## src/pgt_pkg.sv

```systemverilog
package pgt_pkg;

    // clock and time base
    localparam int CLK_HZ = 100_000_000;
    localparam int MS_PER_S = 1000;

    // interval code: units of 100 ms
    localparam int IVL_W = 17;
    localparam int IVL_UNIT_MS = 100;
    localparam int IVL_MAX_UNITS = 72000;
    localparam int IVL_SETTINGS = 1650;

    // timing figures in milliseconds
    localparam int OFF_GUARD_MS = 50;
    localparam int DEB_MS = 20;
    localparam int OBS_MS = 30;
    localparam int START_LATENCY_MS = 10;
    localparam int JITTER_MS = 5;

    localparam int MS_CNT_W = 20;
    localparam int IVL_CNT_W = 24;
    localparam int DEB_CNT_W = 8;

    typedef enum logic [2:0] {
        PGT_ST_POR   = 3'b000,
        PGT_ST_READ  = 3'b001,
        PGT_ST_IDLE  = 3'b010,
        PGT_ST_ON    = 3'b011,
        PGT_ST_GUARD = 3'b100,
        PGT_ST_MHOLD = 3'b101,
        PGT_ST_WAIT  = 3'b110
    } pgt_state_t;

    // debounced manual input events
    typedef struct packed {
        logic level;
        logic rise;
        logic fall;
    } pgt_manual_t;

endpackage

```

## src/pgt_debounce.sv

```systemverilog
`timescale 1ns/1ps
module pgt_debounce
    import pgt_pkg::*;
#(
    parameter int TICKS_PER_MS = CLK_HZ / MS_PER_S
) (
    input wire logic ref_clk_i,
    input wire logic resetn_i,
    input wire logic raw_i,
    output pgt_manual_t manual_o
);

    typedef struct packed {
        logic [MS_CNT_W-1:0] tick;
        logic [DEB_CNT_W-1:0] high_ms;
        logic [DEB_CNT_W-1:0] win_ms;
        logic level;
        pgt_manual_t ev;
    } pgt_deb_st_t;

    localparam logic [MS_CNT_W-1:0] TICK_LAST = MS_CNT_W'(TICKS_PER_MS - 1);
    localparam logic [DEB_CNT_W-1:0] DEB_N = DEB_CNT_W'(DEB_MS);
    localparam logic [DEB_CNT_W-1:0] OBS_N = DEB_CNT_W'(OBS_MS);

    pgt_deb_st_t s_q, s_d;

    always_comb begin
        s_d = s_q;
        s_d.ev.rise = 1'b0;
        s_d.ev.fall = 1'b0;
        if (s_q.tick == TICK_LAST) begin
            s_d.tick = '0;
            // judged once per millisecond, so a sub-ms glitch is seen only if it spans a sample
            if (raw_i != s_q.level) begin
                if (s_q.high_ms != DEB_N) begin
                    s_d.high_ms = s_q.high_ms + 1'b1;
                end
            end
            if (s_q.win_ms != OBS_N) begin
                s_d.win_ms = s_q.win_ms + 1'b1;
            end
            if (raw_i == s_q.level) begin
                if (s_q.win_ms == OBS_N || s_q.high_ms == '0) begin
                    s_d.win_ms = '0;
                    s_d.high_ms = '0;
                end
            end
            if (s_d.high_ms == DEB_N) begin
                s_d.level = ~s_q.level;
                s_d.ev.rise = ~s_q.level;
                s_d.ev.fall = s_q.level;
                s_d.high_ms = '0;
                s_d.win_ms = '0;
            end
        end else begin
            s_d.tick = s_q.tick + 1'b1;
        end
        s_d.ev.level = s_d.level;
    end

    always_ff @(posedge ref_clk_i or negedge resetn_i) begin
        if (!resetn_i) begin
            s_q <= '0;
        end else begin
            s_q <= s_d;
        end
    end

    assign manual_o = s_q.ev;

endmodule

```

## src/pgt_timer.sv

```systemverilog
`timescale 1ns/1ps
// Summary of operation
// - resistor code is read once after reset, never again.
// - after reading, mode is chosen from the mode-select level.
// - timer mode repeats a gate pulse every programmed interval.
// - interval is measured between successive gate falling edges.
// - completion pulse shortens the gate pulse in timer mode.
// - one-shot mode gives a single pulse after startup.
// - in one-shot, each valid manual request gives one more pulse.
// - completion before interval minus 50 ms releases gate at once.
// - manual high during reset or reading aborts and restarts reading.
// - manual request valid only if high 20 ms within 30 ms window.
// - after reading, high on shared pin means manual request.
// - manual input is debounced on both edges.
// - manual request is ignored while gate is already low.
// - validated manual request drives gate low within 10 ms.
// - manual pulse lasts interval minus 50 ms or until completion.
// - manual request clears counters; they resume after release.
// - manual start point may wander about 5 ms either way.
// - holding the manual input keeps the gate low meanwhile.
// - completion pulses are ignored while manual input is high.
// - 1650 interval settings from 100 ms to 7200 s.
// - interval code is the digitized resistor result, 100 ms units.
// - gate output is active low, low switches the transistor on.
// - gate goes low right after the reading completes.
// - only the first rising completion edge per interval counts.
// - without completion, gate goes high for the last 50 ms.
module pgt_timer
    import pgt_pkg::*;
#(
    parameter int TICKS_PER_MS = CLK_HZ / MS_PER_S
) (
    input wire logic ref_clk_i,
    input wire logic resetn_i,
    input wire logic interval_set_manual_on_i,
    input wire logic [IVL_W-1:0] interval_code_i,
    input wire logic interval_code_valid_i,
    input wire logic done_i,
    input wire logic mode_timer_i,
    output logic gate_drive_n_o,
    output logic reading_o,
    output logic [IVL_W-1:0] programmed_interval_o
);

    ////////////////////////////////////////////////////////////////////////
    // state

    typedef struct packed {
        pgt_state_t st;
        logic [IVL_W-1:0] ivl;
        logic [MS_CNT_W-1:0] tick;
        logic [IVL_CNT_W-1:0] ms;
        logic done_prev;
        logic done_seen;
        logic timer_mode;
        logic gate_n;
        logic reading;
    } pgt_st_t;

    localparam logic [MS_CNT_W-1:0] TICK_LAST = MS_CNT_W'(TICKS_PER_MS - 1);
    localparam logic [IVL_CNT_W-1:0] GUARD_N = IVL_CNT_W'(OFF_GUARD_MS);
    localparam logic [IVL_CNT_W-1:0] UNIT_N = IVL_CNT_W'(IVL_UNIT_MS);

    pgt_st_t s_q, s_d;
    pgt_manual_t man;
    logic ms_tick;
    logic done_rise;
    logic [IVL_CNT_W-1:0] ivl_ms;
    logic [IVL_CNT_W-1:0] on_ms;

    ////////////////////////////////////////////////////////////////////////
    // manual input filter

    pgt_debounce #(
        .TICKS_PER_MS(TICKS_PER_MS)
    ) u_deb (
        .ref_clk_i(ref_clk_i),
        .resetn_i(resetn_i),
        .raw_i(interval_set_manual_on_i),
        .manual_o(man)
    );

    ////////////////////////////////////////////////////////////////////////
    // sequencing

    function automatic logic [IVL_CNT_W-1:0] code_to_ms(input logic [IVL_W-1:0] c);
        code_to_ms = IVL_CNT_W'(c) * UNIT_N;
    endfunction

    always_comb begin
        ms_tick = (s_q.tick == TICK_LAST);
        done_rise = done_i & ~s_q.done_prev;
        ivl_ms = code_to_ms(s_q.ivl);
        // a code shorter than the guard still gets a one-ms window
        on_ms = (ivl_ms > GUARD_N) ? ivl_ms - GUARD_N : IVL_CNT_W'(1);
        s_d = s_q;
        s_d.done_prev = done_i;
        s_d.tick = ms_tick ? '0 : s_q.tick + 1'b1;
        if (ms_tick) begin
            s_d.ms = s_q.ms + 1'b1;
        end
        case (s_q.st)
            PGT_ST_POR: begin
                s_d.reading = 1'b1;
                s_d.gate_n = 1'b1;
                if (!interval_set_manual_on_i) begin
                    s_d.st = PGT_ST_READ;
                end
            end
            PGT_ST_READ: begin
                if (interval_set_manual_on_i) begin
                    s_d.st = PGT_ST_POR;
                end else if (interval_code_valid_i) begin
                    s_d.ivl = interval_code_i;
                    s_d.timer_mode = mode_timer_i;
                    s_d.reading = 1'b0;
                    s_d.gate_n = 1'b0;
                    s_d.done_seen = 1'b0;
                    s_d.ms = '0;
                    s_d.tick = '0;
                    s_d.st = PGT_ST_ON;
                end
            end
            PGT_ST_ON: begin
                if (done_rise && !s_q.done_seen && !man.level) begin
                    s_d.done_seen = 1'b1;
                    s_d.gate_n = 1'b1;
                    s_d.st = s_q.timer_mode ? PGT_ST_GUARD : PGT_ST_IDLE;
                end else if (s_d.ms >= on_ms) begin
                    // next-value compare keeps the low time at exactly on_ms
                    s_d.gate_n = 1'b1;
                    s_d.st = s_q.timer_mode ? PGT_ST_GUARD : PGT_ST_IDLE;
                end
            end
            PGT_ST_GUARD: begin
                if (man.rise) begin
                    s_d.ms = '0;
                    s_d.tick = '0;
                    s_d.gate_n = 1'b0;
                    s_d.st = PGT_ST_MHOLD;
                end else if (s_d.ms >= ivl_ms) begin
                    s_d.ms = '0;
                    s_d.gate_n = 1'b0;
                    s_d.done_seen = 1'b0;
                    s_d.st = PGT_ST_ON;
                end
            end
            PGT_ST_IDLE: begin
                s_d.ms = '0;
                if (man.rise) begin
                    s_d.tick = '0;
                    s_d.gate_n = 1'b0;
                    s_d.st = PGT_ST_MHOLD;
                end
            end
            PGT_ST_MHOLD: begin
                s_d.ms = '0;
                s_d.done_seen = 1'b0;
                if (man.fall) begin
                    s_d.st = PGT_ST_ON;
                end
            end
            default: begin
                s_d.st = PGT_ST_POR;
                s_d.gate_n = 1'b1;
            end
        endcase
        // gate-low time ignores new manual requests via state choice
    end

    always_ff @(posedge ref_clk_i or negedge resetn_i) begin
        if (!resetn_i) begin
            s_q <= '0;
            s_q.gate_n <= 1'b1;
            s_q.reading <= 1'b1;
            s_q.st <= PGT_ST_POR;
        end else begin
            s_q <= s_d;
        end
    end

    assign gate_drive_n_o = s_q.gate_n;
    assign reading_o = s_q.reading;
    assign programmed_interval_o = s_q.ivl;

endmodule

```

## config.mk

```make
export PLATFORM = sky130hd
export DESIGN_NAME = pgt_timer
export DESIGN_NICKNAME = d
export VERILOG_FILES = /design/src/pgt_pkg.sv /design/src/pgt_debounce.sv /design/src/pgt_timer.sv
export SDC_FILE = /design/constraint.sdc
export NUM_CORES = 1
export LEC_CHECK = 0
export BUFFER_PORTS_ARGS = -buffer_cell sky130_fd_sc_hd__buf_2
export CAP_MARGIN = 20
export CORE_ASPECT_RATIO = 0.6
export CORE_MARGIN = 8
export CORE_UTILIZATION = 40
export DETAILED_ROUTE_END_ITERATION = 16
export PLACE_DENSITY_LB_ADDON = 0.15
export SYNTH_ARGS = -nofsm -noshare
export SYNTH_HDL_FRONTEND = slang
export SYNTH_HIERARCHICAL = 1
export SYNTH_SLANG_ARGS = --single-unit
```

## constraint.sdc

```tcl
create_clock -name ref_clk_i -period 5.7 [get_ports ref_clk_i]
set_clock_uncertainty 0.2 [all_clocks]
set_input_delay 1.14 -clock ref_clk_i [delete_from_list [all_inputs] [get_ports ref_clk_i]]
set_output_delay 1.14 -clock ref_clk_i [all_outputs]
set_load 0.03 [all_outputs]
```

### Yosys cells after proc, flatten, opt, wreduce, memory -nomap -nowiden

Cells that the tools add are included.

* $add $sub $neg: 6
* $mul: 1
* order comparisons: 3
* equality and inequality tests: 24
* multiplexer cells: 42
* bitwise logic cells: 5
* reduce and logical (&&, ||, !) cells: 17

Operator list (number)
* 24-bit two-way mux: 4
* 24-bit case mux with 3 select lines: 1
* 64-bit two-way mux: 1
* 20-bit two-way mux: 3
* 24-bit greater-or-equal comparator: 2
* 16-bit two-way mux: 3
* 44-bit two-way mux: 1
* 20-bit by 1-bit adder with 20-bit output, second input constant: 2
* 20-bit by 17-bit equality test with 1-bit output, second input constant: 2
* 20-bit case mux with 2 select lines: 1
* 3-bit two-way mux: 9
* 24-bit by 1-bit adder with 24-bit output, second input constant: 1
* 24-bit by 6-bit > comparator with 1-bit output, second input constant: 1
* 8-bit two-way mux: 3
* 24-bit by 6-bit subtractor with 24-bit output, second input constant: 1
* 17-bit by 5-bit multiplier with 22-bit output, second input constant: 1
* 3-bit case mux with 6 select lines: 1
* 6-bit AND reduction: 3
* 17-bit two-way mux: 1
* 8-bit by 1-bit adder with 8-bit output, second input constant: 2
* 8-bit by 5-bit equality test with 1-bit output, second input constant: 2
* 8-bit by 5-bit != test with 1-bit output, second input constant: 2
* 2-bit != test, second input constant: 6
* 8-bit zero test: 1
* other kinds (25): 44

* register bits after elaboration: 108
* input port bits: 23
* output and inout port bits: 19
* logic and storage cells: 113

### Logic depth before layout (Yosys ltp)

* depth after elaboration: 9
* gate-level depth with buffers: 31
* mapped depth without buffers: 28

### By module

Netlist, hierarchy kept.

By module, submodules not included
* pgt_timer: instances 1, cells each 820, area each 7130.6 sq um, sequential area each 1729.2 sq um
* pgt_debounce: instances 1, cells each 243, area each 2285.9 sq um, sequential area each 975.9 sq um

### Least setup slack after synthesis

OpenSTA, ideal clock, no wires.

* path kind: register -> register
* from: register s_q, in the netlist programmed_interval_o[3]
* to: register s_q, in the netlist gate_drive_n_o
* library setup time: 0.082 ns
* arrival time: 6.048 ns
* data required time: 5.418 ns
* slack: -0.630 ns
* stages on the path, launching flop included: 29
* path buffers: 3
* period minus slack after synthesis: 6.330 ns
* cell sequence: dfrtp_1 > ha_1 > ha_1 > inv_1 > fa_1 > inv_1 > ha_1 > o21ai_0 > a21oi_1 > o21ai_0 > a21oi_1 > o21a_1 > o21a_1 > or2_2 > clkbuf_1 > and4_1 > nand4_1 > clkbuf_1 > clkbuf_1 > nand2_1 > ha_1 > and4_1 > nand2_1 > a2111oi_0 > a21oi_1 > o31ai_1 > o211ai_1 > nor2_1 > mux2_2

* cells in the longest elaborated chain, start to end: 6
* elaborated cells between the ends (all ways): 9
* classes of those cells: add/sub: 1; mul: 1; order compare: 3; eq/ne: 2; mux: 1; reduce/logical: 1

RTL lines
* from (decl): line pgt_timer.sv:64 `pgt_st_t s_q, s_d;`
* 17-bit by 5-bit multiplier with 22-bit output *: line pgt_timer.sv:87 `code_to_ms = IVL_CNT_W'(c) * UNIT_N;`
* 24-bit by 6-bit subtractor with 24-bit output or 24-bit by 6-bit > comparator with 1-bit output (tied branches): line pgt_timer.sv:95 `on_ms = (ivl_ms > GUARD_N) ? ivl_ms - GUARD_N : IVL_CNT_W'(1);`
* 24-bit two-way mux: line pgt_timer.sv:95
* 24-bit greater-or-equal comparator: line pgt_timer.sv:129 `end else if (s_d.ms >= on_ms) begin`
* 3-bit != test (no line)
* 6-bit AND reduction (no line) *

Every way passes the cells marked *; elsewhere a longest branch is shown, timed or not.
A chain may end at the register's enable or synchronous reset.

### Worst setup path in the final report

* from: register s_q, in the netlist programmed_interval_o[6]
* to: register s_q, in the netlist gate_drive_n_o

Same word-level chain as after synthesis.

==> impl_metrics.ini <==
[clock_network]
clock_sink_count = 108
htree_levels = 3
cts_root_buf = clkbuf_16
cts_tree = built
insertion_delay_ns = 0.38
cts_hold_buf = 0
clk_pin_slew_worst_paths_ns = 0.09
numCtsBuffers = 9
cts.path.max_buffers = 2

[worst_hold_path]
hp-class = reg -> reg

[cells_and_area]
antennaDiodeCount = 0
fillers = 2205
drive_gt1_share_pct = 28.6
final_nets = 1355
area_growth_pct = 25.9
finalInstanceArea_um2 = 11900

[floorplan]
start_util_pct = 40.7
coreArea_um2 = 23100
die_w_um = 214
io_pins = 42
die_h_um = 135
fp-row-count = 43
die_area_um2 = 28900

[critical_path]
cp_data_arrival_time_ns = 6.33
startpoint_type = flip-flop
worstPathRequired_ns = 5.82
crit_slowest_cell = fa_1
cpPeakStageDelay_ns = 0.51
path_class = reg -> reg
worst-path-max-fanout = 7
worst_setup_path_end_kind = flip-flop

[detailed_routing]
avgRoutedWirePerCell_um = 16.4
vias_per_cell = 5.23
m1WireLength_mm = 14.7
met3_length_mm = 1.27
wl_met2_mm = 8.98
vias = 8020
drc = 0
firstDrtPassIters = 5
top_layer = met4
drtIter0Drc = 544
postRouteAntennaNets = 0
wl_mm = 25.2

[global_routing]
grt_util_all_layers_pct = 17.5
grt_max_degree = 60
grt_pass1_vias = 7598
globalRoute.totalOverflow = 0
grt_pass1_wl_mm = 41.1
antenna_found_initial = 0

[sta]
slew_viol_final = 0
setup_viol = 28
min_period_ns = 6.21
grt_setup_unrepaired = true
tightest_slew_ns = 1.02
maxSlewHeadroom_pct = 31.2
hold_viol_final = 0
fmax_mhz = 161
setup_ws_ns = -0.510
fin_crit_sh_pct = 109

[placed_design]
pre_cts_ws_ns = -0.912
hpwlAfterDp_mm = 18.7
gp_routability_congestion = 0.839
port_buffers = 41
placed_area_um2 = 10800

[logic_synthesis]
synthMuxAreaShare_pct = 2.48
synth_simple_gate_area_share_pct = 23.2
synth_cell_types = 94
async_flop_share_pct = 100
synth_nets = 1205
synth-edff-count = 0
synth_commonest_cells = ha_1 (107), dfrtp_1 (106), nand2_1 (98), inv_1 (90), nor2_1 (75)
synth.most_common_cell = ha_1
synthAdderAreaFrac_pct = 16.9
ys_ff_latch = 108
synth_top_family_by_area = simple AND/OR/NAND/NOR gates
ys.flop_type = dfrtp_1
synth_area_um2 = 9420
syn_avg_cell_area_um2 = 8.86
synth_top_area_cell = dfrtp_1
synth-xor-area-share_pct = 7.97
synth-seq-area-share_pct = 28.7
synthTopCellsByArea = dfrtp_1 (28%), ha_1 (14%), xnor2_1 (4.3%)
syn-instance-count = 1063
synth_compound_area_share_pct = 14.1
yosys_warnings = 6
synth_top_area_share_pct = 28.2

[outcome]
status = finished with violations
failed_checks = setup timing

[job]
drv_cap = 0
==> final cells by class <==
type	count	area [um^2]	area share, %
Inverter	91	344	2.90
Tap cell	315	394	3.32
Clock inverter	7	83.8	0.707
Clock buffer	9	225	1.90
Timing Repair Buffer	182	1440	12.1
Sequential cell	108	2710	22.8
Multi-Input combinational cell	821	6670	56.2
==> kinds of logic after synthesis <==
logic type               count (synthesis)
XOR/XNOR                                84
flip-flops                             108
AO/OA/AOI/OAI                          189
adder cells (fa/ha/maj)                120
multiplexers                            21
AND/OR/NAND/NOR                        407
buffers and inverters                  134
==> registers in the layout, indices dropped and copies added, names as in the netlist <==
signal and count:
u_deb/s_q 36, u_deb/manual_o 3, reading_o 1, gate_drive_n_o 1, s_q 50, programmed_interval_o 17
==> per-layer routing <==
layer  global-route usage, %  up-vias
li1                        -     4067
met1                    29.1     3786
met2                    21.7      154
met3                    3.82       13
met4                    3.15        0
met5                       0        -
==> worst max-delay path: cells and delay by family (launching register included) <==
kind                     cells  cell delay [ns]
AO/OA/AOI/OAI               12             2.17
adder cells (fa/ha/maj)      5             1.55
buffers and inverters        7             0.85
AND/OR/NAND/NOR              4             0.68
flip-flops                   1             0.44
multiplexers                 1             0.30
==> per-stage QoR <==
step	utilization, %	setup TNS (ns)	hold slack, ns	cells
after floorplan	-	-0.00186	0.247	1063
after global placement	46.6	-9.88	0.279	1494
after detailed placement	46.6	-13.89	0.280	1494
after CTS	49.6	-5.49	0.291	1523
after global routing	51.3	-11.92	0.322	1533
final	51.3	-5.44	0.289	1533
==> cells in the final DEF (no fill, tap or decap), types with 12 or more instances in the layout <==
cell type,count
xnor2_1,44
nand3_1,44
fa_1,12
a21oi_1,34
ha_4,13
o211ai_1,12
xor2_1,34
buf_2,40
and3_1,19
mux2_2,18
nor3b_2,20
o21ai_0,29
nor2_1,73
nor3_1,30
o21a_1,12
inv_1,86
nand2_1,90
buf_4,127
a21o_1,15
dfrtp_1,105
ha_1,94
nand4_1,18
==> what timing repair did <==
| item | CTS | global route |
|---|---|---|
| buffers inserted | 10 | 9 |
| gates resized for setup | 55 | 54 |
| cloned | 3 | 2 |
| setup endpoints to repair | 29 | 29 |
| pin swaps | 48 | 34 |
==> path summary, 6_finish.rpt <==
path,from,endpoint,slack [ns],cells past startpoint
max in group asynchronous,resetn_i,s_q[31]$_DFF_PN0_,3.47,2
hold / removal,s_q[29]$_DFF_PN0_,s_q[29]$_DFF_PN0_,0.29,1
setup reg to reg,programmed_interval_o[6]$_DFFE_PN0P_,gate_drive_n_o$_DFFE_PN1P_,-0.51,29
min in group asynchronous,resetn_i,programmed_interval_o[10]$_DFFE_PN0P_,0.65,1
setup / recovery,programmed_interval_o[6]$_DFFE_PN0P_,gate_drive_n_o$_DFFE_PN1P_,-0.51,29
hold reg to reg,s_q[29]$_DFF_PN0_,s_q[29]$_DFF_PN0_,0.29,1
Power is left out: the tool's default activity adds up to more than one toggle a clock period on the data nets, which glitch-free logic cannot reach.
